## config.mk

```make
export PLATFORM = sky130hd
export DESIGN_NAME = sspl_strap_suspend_pin
export DESIGN_NICKNAME = d
export VERILOG_FILES = /design/src/hw/sspl_pkg.sv /design/src/hw/sspl_strap_suspend_pin.sv /design/src/hw/sspl_sync.sv
export SDC_FILE = /design/constraint.sdc
export NUM_CORES = 1
export LEC_CHECK = 0
export ABC_AREA = 0
export BUFFER_PORTS_ARGS = -buffer_cell sky130_fd_sc_hd__buf_2
export CORE_MARGIN = 1.5
export CORE_UTILIZATION = 25
export CTS_BUF_LIST = sky130_fd_sc_hd__clkbuf_8 sky130_fd_sc_hd__clkbuf_16
export CTS_CLUSTER_SIZE = 12
export DETAILED_ROUTE_END_ITERATION = 16
export PLACE_DENSITY = 0.47
export SYNTH_ARGS = -nofsm -noshare
export SYNTH_HDL_FRONTEND = slang
export SYNTH_SLANG_ARGS = --single-unit
```

## constraint.sdc

```tcl
create_clock -name pclk -period 3.5 [get_ports pclk]
set_input_delay 0.175 -clock pclk [delete_from_list [all_inputs] [get_ports pclk]]
set_output_delay 0.175 -clock pclk [all_outputs]
set_load 0.01 [all_outputs]
```

## src/hw/sspl_pkg.sv

```systemverilog
// package: constants and types of the strap / suspend pin block
package sspl_pkg;

  // ---------------------------------------------------------------
  // clock and reset timing
  // ---------------------------------------------------------------
  localparam int CLK_PERIOD_NS   = 20;
  localparam int RESET_MIN_US    = 1;
  localparam int RESET_MIN_CYC   =
    (RESET_MIN_US * 1000 + CLK_PERIOD_NS - 1) / CLK_PERIOD_NS;

  // ---------------------------------------------------------------
  // pin synchroniser and capture window after reset release
  // ---------------------------------------------------------------
  localparam int          SYNC_STAGES = 2;
  localparam int          CAP_CNT_W   = 2;
  localparam logic [1:0]  CAP_LAST    = 2'h2;

  // ---------------------------------------------------------------
  // register offsets (byte addresses)
  // ---------------------------------------------------------------
  localparam int          ADDR_W        = 12;
  localparam logic [11:0] OFS_STATUS_CMD = 12'h000;
  localparam logic [11:0] OFS_CFG_TWO    = 12'h004;
  localparam logic [11:0] OFS_PIN_STATUS = 12'h008;

  // ---------------------------------------------------------------
  // field positions
  // ---------------------------------------------------------------
  localparam int BIT_ATTACH       = 0;
  localparam int BIT_DYN_POWER    = 0;
  localparam int BIT_SELF_DEFAULT = 1;
  localparam int ST_STRAP_LSB     = 0;
  localparam int ST_MGMT_CFG      = 2;
  localparam int ST_SENSE         = 3;
  localparam int ST_SELF_POWERED  = 4;
  localparam int ST_STRAP_RSVD    = 5;
  localparam int ST_FIXED_LSB     = 6;
  localparam int ST_STRAP_VALID   = 8;
  localparam int ST_INDICATOR     = 9;

  // ---------------------------------------------------------------
  // reset values
  // ---------------------------------------------------------------
  localparam logic       RST_ATTACH       = 1'b0;
  localparam logic       RST_DYN_POWER    = 1'b0;
  localparam logic       RST_SELF_DEFAULT = 1'b0;
  localparam logic [1:0] RST_STRAP        = 2'h0;
  localparam logic [1:0] RST_CAP_CNT      = 2'h0;
  localparam logic [31:0] RST_RDATA       = 32'h0000_0000;

  // ---------------------------------------------------------------
  // fixed-port strap encodings
  // ---------------------------------------------------------------
  localparam logic [1:0] STRAP_ALL_REMOVABLE = 2'h0;
  localparam logic [1:0] STRAP_PORT1_FIXED   = 2'h1;
  localparam logic [1:0] STRAP_PORTS12_FIXED = 2'h2;
  localparam logic [1:0] STRAP_RESERVED      = 2'h3;

  // ---------------------------------------------------------------
  // types
  // ---------------------------------------------------------------
  typedef enum logic [1:0] {
    ST_CAPTURE = 2'h0,
    ST_RUN     = 2'h1
  } sspl_state_t;

  typedef enum logic [1:0] {
    SEL_STATUS_CMD = 2'h0,
    SEL_CFG_TWO    = 2'h1,
    SEL_PIN_STATUS = 2'h2,
    SEL_NONE       = 2'h3
  } sspl_sel_t;

endpackage : sspl_pkg

```

## src/hw/sspl_strap_suspend_pin.sv

```systemverilog
// multifunction strap / indicator / power-sense pin with apb registers
//
// Summary of operation
// indicator high only when configured and active
// dynamic power bit selects sense for report
// sense sampled at reset, before attach
// sense changes ignored once attach set
// sense low bus-powered, high self-powered
// sense role only with management-bus config
// strap during reset, indicator afterwards
// two-bit fixed-port strap sampled at release
// 00 none, 01 port1, 10 ports1-2, 11 reserved
// config-method select latched at reset release
// system holds reset low at least 1 us
// sampled straps held until next reset
//
// The implementer's own choices: the APB register port and the register addresses.
`timescale 1ns/10ps
module sspl_strap_suspend_pin
  import sspl_pkg::*;
(
  input  wire logic              pclk,            // core clock, 50 MHz
  input  wire logic              presetn,         // async reset, low
  // apb slave
  input  wire logic              psel,            // slave select
  input  wire logic              penable,         // access phase
  input  wire logic              pwrite,          // write when high
  input  wire logic [ADDR_W-1:0] paddr,           // byte address
  input  wire logic [31:0]       pwdata,          // write data
  output logic      [31:0]       prdata,          // read data
  output logic                   pready,          // transfer done
  output logic                   pslverr,         // unmapped address
  // hub core state, same clock
  input  wire logic              hub_configured,  // hub configured
  input  wire logic              hub_suspended,   // hub in suspend
  // pins
  input  wire logic              activity_in,     // shared pin level
  output logic                   activity_out,    // indicator drive
  output logic                   activity_oe,     // indicator enable
  input  wire logic              fixed_port_strap_hi, // partner strap
  input  wire logic              config_select_in,    // config method
  // results
  output logic                   self_powered,    // reported power
  output logic      [1:0]        fixed_port_mask, // ports 2..1 fixed
  output logic                   strap_reserved,  // strap code 11
  output logic                   mgmt_configured, // mgmt-bus method
  output logic                   strap_valid      // straps captured
);

  // ---------------------------------------------------------------
  // state
  // ---------------------------------------------------------------
  typedef struct packed {
    sspl_state_t          state;
    logic [CAP_CNT_W-1:0] cap_cnt;
    logic [1:0]           fixed_port_strap;
    logic [1:0]           fixed_mask;
    logic                 strap_rsvd;
    logic                 mgmt_cfg;
    logic                 sense;
    logic                 attach;
    logic                 dyn_power;
    logic                 self_default;
    logic                 self_pwr;
    logic                 ind;
    logic                 ind_oe;
    logic [31:0]          rdata;
  } sspl_regs_t;

  // straps and method read low until captured
  localparam sspl_regs_t REGS_RESET = '{
    state:            ST_CAPTURE,
    cap_cnt:          RST_CAP_CNT,
    fixed_port_strap: RST_STRAP,
    fixed_mask:       RST_STRAP,
    strap_rsvd:       1'b0,
    mgmt_cfg:         1'b0,
    sense:            1'b0,
    attach:           RST_ATTACH,
    dyn_power:        RST_DYN_POWER,
    self_default:     RST_SELF_DEFAULT,
    self_pwr:         RST_SELF_DEFAULT,
    ind:              1'b0,
    ind_oe:           1'b0,
    rdata:            RST_RDATA
  };

  sspl_regs_t cur;
  sspl_regs_t next_cur;

  // ---------------------------------------------------------------
  // pin synchronisers
  // ---------------------------------------------------------------
  logic [2:0] pins_s;
  logic       fixed_port_strap_lo_s;
  logic       sense_s;
  logic       strap_hi_s;
  logic       cfg_sel_s;
  logic [1:0] strap_now;

  // stages reset low, so capture waits until both have filled
  sspl_sync #(
    .WIDTH (3)
  ) u_sync (
    .pclk    (pclk),
    .presetn (presetn),
    .d_async ({config_select_in, fixed_port_strap_hi, activity_in}),
    .q_sync  (pins_s)
  );

  // the shared pin is the strap during capture, the sense afterwards in management mode
  assign fixed_port_strap_lo_s = pins_s[0];
  assign sense_s               = pins_s[0];
  assign strap_hi_s            = pins_s[1];
  assign cfg_sel_s             = pins_s[2];
  assign strap_now             = {strap_hi_s, fixed_port_strap_lo_s};

  // ---------------------------------------------------------------
  // functions
  // ---------------------------------------------------------------
  function automatic sspl_sel_t reg_sel(input logic [ADDR_W-1:0] a);
    sspl_sel_t s;
    s = SEL_NONE;
    unique case (a)
      OFS_STATUS_CMD: s = SEL_STATUS_CMD;
      OFS_CFG_TWO:    s = SEL_CFG_TWO;
      OFS_PIN_STATUS: s = SEL_PIN_STATUS;
      default:        s = SEL_NONE;
    endcase
    return s;
  endfunction : reg_sel

  // strap code to ports 2..1 fixed mask
  function automatic logic [1:0] fixed_decode(input logic [1:0] code);
    logic [1:0] m;
    m = 2'h0;
    unique case (code)
      STRAP_ALL_REMOVABLE: m = 2'h0;
      STRAP_PORT1_FIXED:   m = 2'h1;
      STRAP_PORTS12_FIXED: m = 2'h3;
      STRAP_RESERVED:      m = 2'h0;
    endcase
    return m;
  endfunction : fixed_decode

  // code 11 carries no port mask and is flagged instead
  function automatic logic strap_is_reserved(input logic [1:0] code);
    return (code == STRAP_RESERVED);
  endfunction : strap_is_reserved

  // the pin is an output only in strap mode after capture
  function automatic logic drives_pin(input sspl_regs_t r);
    return (r.state == ST_RUN) && !r.mgmt_cfg;
  endfunction : drives_pin

  // reported power: sense in dynamic management mode, else default
  function automatic logic power_report(input sspl_regs_t r);
    logic p;
    p = r.self_default;
    if (r.mgmt_cfg && r.dyn_power) begin
      p = r.sense;
    end
    return p;
  endfunction : power_report

  // read word of one register, built in the setup phase
  function automatic logic [31:0] read_word(input sspl_sel_t  s,
                                            input sspl_regs_t r);
    logic [31:0] w;
    w = RST_RDATA;
    unique case (s)
      SEL_STATUS_CMD: begin
        w[BIT_ATTACH] = r.attach;
      end
      SEL_CFG_TWO: begin
        w[BIT_DYN_POWER]    = r.dyn_power;
        w[BIT_SELF_DEFAULT] = r.self_default;
      end
      SEL_PIN_STATUS: begin
        w[ST_STRAP_LSB +: 2] = r.fixed_port_strap;
        w[ST_MGMT_CFG]       = r.mgmt_cfg;
        w[ST_SENSE]          = r.sense;
        w[ST_SELF_POWERED]   = r.self_pwr;
        w[ST_STRAP_RSVD]     = r.strap_rsvd;
        w[ST_FIXED_LSB +: 2] = r.fixed_mask;
        w[ST_STRAP_VALID]    = (r.state == ST_RUN);
        w[ST_INDICATOR]      = r.ind;
      end
      SEL_NONE: begin
        w = RST_RDATA;
      end
    endcase
    return w;
  endfunction : read_word

  // ---------------------------------------------------------------
  // bus decode
  // ---------------------------------------------------------------
  sspl_sel_t sel;
  logic      setup_ph;
  logic      wr_done;
  logic      run;

  assign sel      = reg_sel(paddr);
  assign setup_ph = psel & ~penable;
  assign wr_done  = psel & penable & pwrite;
  assign run      = (cur.state == ST_RUN);
  // zero wait states: every access ends in its first access-phase cycle
  assign pready   = psel & penable;
  assign pslverr  = psel & penable & (sel == SEL_NONE);

  // ---------------------------------------------------------------
  // next-state logic
  // ---------------------------------------------------------------
  always_comb begin
    next_cur = cur;

    unique case (cur.state)
      ST_CAPTURE: begin
        // wait for the synchronisers to fill, then sample once
        if (cur.cap_cnt == CAP_LAST) begin
          next_cur.fixed_port_strap = strap_now;
          next_cur.fixed_mask       = fixed_decode(strap_now);
          next_cur.strap_rsvd       = strap_is_reserved(strap_now);
          next_cur.mgmt_cfg         = cfg_sel_s;
          next_cur.sense            = sense_s;
          next_cur.state    = ST_RUN;
        end else begin
          next_cur.cap_cnt = cur.cap_cnt + 1'b1;
        end
      end
      ST_RUN: begin
        // sense follows the pin only until attach
        if (cur.mgmt_cfg && !cur.attach) begin
          next_cur.sense = sense_s;
        end
      end
      // unused codes fall back to capture
      default: begin
        next_cur.state = ST_CAPTURE;
      end
    endcase

    // register writes, taken at the access edge
    if (wr_done) begin
      unique case (sel)
        SEL_STATUS_CMD: begin
          // attach only after capture; stays set until reset
          if (pwdata[BIT_ATTACH] && run) begin
            next_cur.attach = 1'b1;
          end
        end
        SEL_CFG_TWO: begin
          next_cur.dyn_power    = pwdata[BIT_DYN_POWER];
          next_cur.self_default = pwdata[BIT_SELF_DEFAULT];
        end
        SEL_PIN_STATUS: begin
          // read only, write dropped
          next_cur.rdata = cur.rdata;
        end
        SEL_NONE: begin
          // unmapped, answered with an error
          next_cur.rdata = cur.rdata;
        end
      endcase
    end

    // power report: sense only in management mode with dynamic bit
    next_cur.self_pwr = power_report(cur);

    // indicator drive only in strap mode after capture
    next_cur.ind_oe = drives_pin(cur);
    next_cur.ind    = drives_pin(cur) && hub_configured
                      && !hub_suspended;

    // read data prepared in the setup phase
    if (setup_ph) begin
      next_cur.rdata = read_word(sel, cur);
    end
  end

  // ---------------------------------------------------------------
  // state register
  // ---------------------------------------------------------------
  // straps are written only in capture, so they hold until reset
  always_ff @(posedge pclk or negedge presetn) begin
    if (!presetn) begin
      cur <= REGS_RESET;
    end else begin
      cur <= next_cur;
    end
  end

  // ---------------------------------------------------------------
  // outputs
  // ---------------------------------------------------------------
  assign prdata          = cur.rdata;
  assign activity_out    = cur.ind;
  assign activity_oe     = cur.ind_oe;
  assign self_powered    = cur.self_pwr;
  assign fixed_port_mask = cur.fixed_mask;
  assign strap_reserved  = cur.strap_rsvd;
  assign mgmt_configured = cur.mgmt_cfg;
  assign strap_valid     = run;

endmodule : sspl_strap_suspend_pin

```

## src/hw/sspl_sync.sv

```systemverilog
// two-flop synchroniser for pin-level inputs
`timescale 1ns/10ps
module sspl_sync
  import sspl_pkg::*;
#(
  parameter int WIDTH = 1
) (
  input  wire logic             pclk,    // core clock
  input  wire logic             presetn, // async reset, active low
  input  wire logic [WIDTH-1:0] d_async, // pin levels
  output logic      [WIDTH-1:0] q_sync   // levels in pclk domain
);

  typedef struct packed {
    logic [WIDTH-1:0] meta;
    logic [WIDTH-1:0] q;
  } sspl_sync_regs_t;

  sspl_sync_regs_t cur;
  sspl_sync_regs_t next_cur;

  // first stage read only by the second stage
  always_comb begin
    next_cur      = cur;
    next_cur.meta = d_async;
    next_cur.q    = cur.meta;
  end

  always_ff @(posedge pclk or negedge presetn) begin
    if (!presetn) begin
      cur <= '0;
    end else begin
      cur <= next_cur;
    end
  end

  assign q_sync = cur.q;

endmodule : sspl_sync

```

==> load_flow_metrics.sql <==
INSERT INTO impl_metrics (metric_group, metric, value, unit) VALUES
('status', 'result_of_the_run', 'complete, no violations', ''),
('routing', 'drt_drc_violations_left', '0', ''),
('setup_path', 'critical_path_required', '3.66', 'ns'),
('min_path', 'holdPathStages', '2', ''),
('placed_design', 'buffer_ports.inserted', '43', ''),
('clock_tree', 'clk_root_buffer_cell', 'sky130_fd_sc_hd__clkbuf_8', ''),
('clock_tree', 'post_cts.repair.setup_buffers', '0', ''),
('logic_synthesis', 'ys_warn_count', '0', ''),
('min_path', 'endpoint_of_the_worst_hold_path', 'activity_out', ''),
('layout', 'num_antenna_cells', '0', ''),
('power', 'p_int', '0.531', 'mW'),
('routing', 'drt-initial-drc-count', '23', ''),
('power', 'worst_ir_drop_vdd', '0.243', 'mV'),
('logic_synthesis', 'synth_seq_cells', '32', ''),
('placed_design', 'place.gp.congestion', '0.698', ''),
('setup_path', 'rr_startpoint', 'cur[45]', ''),
('clock_tree', 'tritoncts.num_buffers', '5', ''),
('sta', 'fin_setup_tns', '0', 'ns'),
('logic_synthesis', 'synth.yosys.seq_area_share', '48.6', '%'),
('global_route', 'antenna_violations_before_repair', '0', ''),
('layout', 'layout_area_growth_over_synthesis', '13.6', '%'),
('setup_path', 'critPathTopFamily', 'simple AND/OR/NAND/NOR gates', ''),
('clock_tree', 'post_cts_resized', '0', ''),
('global_route', 'number_of_global_route_vias_before_repair', '1079', ''),
('power', 'power_density', '371', 'nW/um^2'),
('routing', 'via_count', '1087', ''),
('placed_design', 'dp_hpwl', '2180', 'um'),
('min_path', 'hp-start', 'hub_configured', ''),
('min_path', 'min_path_type', 'primary input to flip-flop', ''),
('sta', 'hold_viol_final', '0', ''),
('sta', 'worst_pin_slew', '0.699', 'ns'),
('sta', 'hold_ws', '0.151', 'ns'),
('logic_synthesis', 'synth_compound_gate_area_share', '7.67', '%'),
('logic_synthesis', 'synth_mux_area_share', '2.73', '%'),
('layout', 'multi_input_comb_area', '636', 'um^2'),
('power', 'leakage', '0.984', 'nW'),
('floorplan', 'ioPinCount', '96', ''),
('routing', 'ant_nets', '0', ''),
('routing', 'drt-pass1-iter-count', '4', ''),
('global_route', 'gr-usage-met3', '3.34', '%'),
('layout', 'layout.cells.most_common_list', 'sky130_fd_sc_hd__buf_2, sky130_fd_sc_hd__nand2_1, sky130_fd_sc_hd__dfrtp_1, sky130_fd_sc_hd__conb_1, sky130_fd_sc_hd__o21ai_0', ''),
('routing', 'post_drt_via_cell_ratio', '3.97', ''),
('routing', 'wl_per_cell', '10.5', 'um'),
('floorplan', 'die_width', '84.2', 'um'),
('floorplan', 'die-height', '84.2', 'um'),
('logic_synthesis', 'synth_enable_flop_cells', '0', ''),
('global_route', 'grt_use_total', '8.48', '%'),
('global_route', 'grt-ovfl-total', '0', ''),
('layout', 'layout.cells.most_common', 'sky130_fd_sc_hd__buf_2', ''),
('sta', 'rsz0062_at_grt', 'false', ''),
('clock_tree', 'clk_transition_reported_paths', '0.06', 'ns'),
('sta', 'normalized_max_slew_margin', '53.4', '%'),
('sta', 'timing_max_transition_violations_final', '0', ''),
('clock_tree', 'clock_tree.htree_level_count', '2', ''),
('clock_tree', 'worstSkewPairLatency', '0.27', 'ns'),
('global_route', 'gr-usage-met1', '9.83', '%'),
('logic_synthesis', 'ys_types', '30', ''),
('logic_synthesis', 'synth_simple_gate_area_share', '17.5', '%'),
('routing', 'detail_route.wirelength', '2880', 'um'),
('logic_synthesis', 'synthesis.instances', '163', ''),
('floorplan', 'die-area', '7090', 'um^2'),
('job', 'max_cap_viol_count', '0', ''),
('sta', 'finalCritPeriodShare', '55.9', '%'),
('logic_synthesis', 'yosys.area_share.xor_xnor', '1.06', '%'),
('setup_path', 'path_cells', 'buf_2, nor4_4, and3_1, and3b_1, inv_1, ha_1, a22oi_1, a31oi_1, a32o_1', ''),
('clock_tree', 'number_of_sinks_on_the_clock_net', '32', ''),
('setup_path', 'worst_ep_arrival_time', '2.12', 'ns'),
('setup_path', 'reg2reg_depth', '5', ''),
('setup_path', 'crit_path_end_kind', 'flip-flop', ''),
('sta', 'max_clock_freq', '511', 'MHz'),
('clock_tree', 'cts_buffer_depth', '2', '');
## synthesized netlist by cell type, types with 2 or more instances
library cell               instances  area (um^2)
sky130_fd_sc_hd__and3b_1           2         17.5
sky130_fd_sc_hd__o21ai_0          12         60.1
sky130_fd_sc_hd__and3_1            2         12.5
sky130_fd_sc_hd__a22oi_1           2         15.0
sky130_fd_sc_hd__inv_1             4         15.0
sky130_fd_sc_hd__clkbuf_1          4         15.0
sky130_fd_sc_hd__nor2_1            2         7.51
sky130_fd_sc_hd__ha_1              6         75.1
sky130_fd_sc_hd__dfrtp_1          32          801
sky130_fd_sc_hd__mux2_2            4         45.0
sky130_fd_sc_hd__a41o_1            2         20.0
sky130_fd_sc_hd__nor2b_1           2         12.5
sky130_fd_sc_hd__nor4_4            2         42.5
sky130_fd_sc_hd__buf_4            34          255
sky130_fd_sc_hd__nand2b_1          2         12.5
sky130_fd_sc_hd__nand2_1          37          139
## area by class of cell
type                       instances  share of cell area (%)
timing repair buffer              47                    13.6
tap                               77                    5.15
inverter                           4                   0.802
sequential                        32                    42.8
clock buffer                       5                    3.68
multi-input combinational        109                    34.0
## flip-flops by register name, indices dropped and copies added (netlist names)
register,cells
prdata,10
cur,9
u_sync.cur,3
u_sync.q_sync,3
fixed_port_mask,2
activity_oe,1
activity_out,1
mgmt_configured,1
self_powered,1
strap_reserved,1
## power groups by stage
stage / sequential (mW) / clock, mW / combinational [mW]
CTS: 0.387 / 0.258 / 0.0635
global route: 0.388 / 0.271 / 0.0702
global placement: 0.394 / 0 / 0.0596
finish: 0.387 / 0.245 / 0.0621
detailed placement: 0.394 / 0 / 0.0600
floorplan: 0.393 / 0 / 0.0479
## worst max-delay path by stage
stage | cells past startpoint | to | startpoint
6_report | 9 | prdata[0] | paddr[7]
5_1_grt | 9 | prdata[0] | paddr[9]
4_1_cts | 9 | prdata[0] | paddr[7]
3_5_place_dp | 9 | prdata[0] | paddr[7]
3_3_place_gp | 9 | prdata[0] | paddr[7]
2_1_floorplan | 9 | prdata[0] | paddr[7]
## logic make-up (layout without fill, tap and decap cells)
logic type                 count (synthesis)  in the layout
other                                      1             22
buffers and inverters                     43             56
DFF                                       32             32
and+or+nand+nor                           55             55
xor gates and xnor gates                   2              2
AOI/OAI and AO/OA                         20             20
muxes                                      4              4
adders and majority gates                  6              6
## what timing repair did
item,4_1_cts,5_1_grt
endpoints found under the hold margin,35,0
hold buffers,4,0
setup endpoints to repair,0,0
## layer usage
layer	share of wire, %	wire length, um
met1	44	1270
met2	49	1410
met3	6.4	185
met4	0.52	15
met5	0	0
## stage by stage
stage               utilization (%)  power, mW  std cells  worst slack [ns]  cell area, um^2
global placement               27.8      0.453        265              1.25             1760
detailed placement             27.8      0.454        265              1.24             1760
finish                         29.5      0.694        274              1.54             1870
CTS                            29.5      0.708        274              1.53             1870
floorplan                         -      0.441        184              1.57             1730
global route                   29.5      0.729        274              1.37             1870
Power figures use the tool's default switching activity.
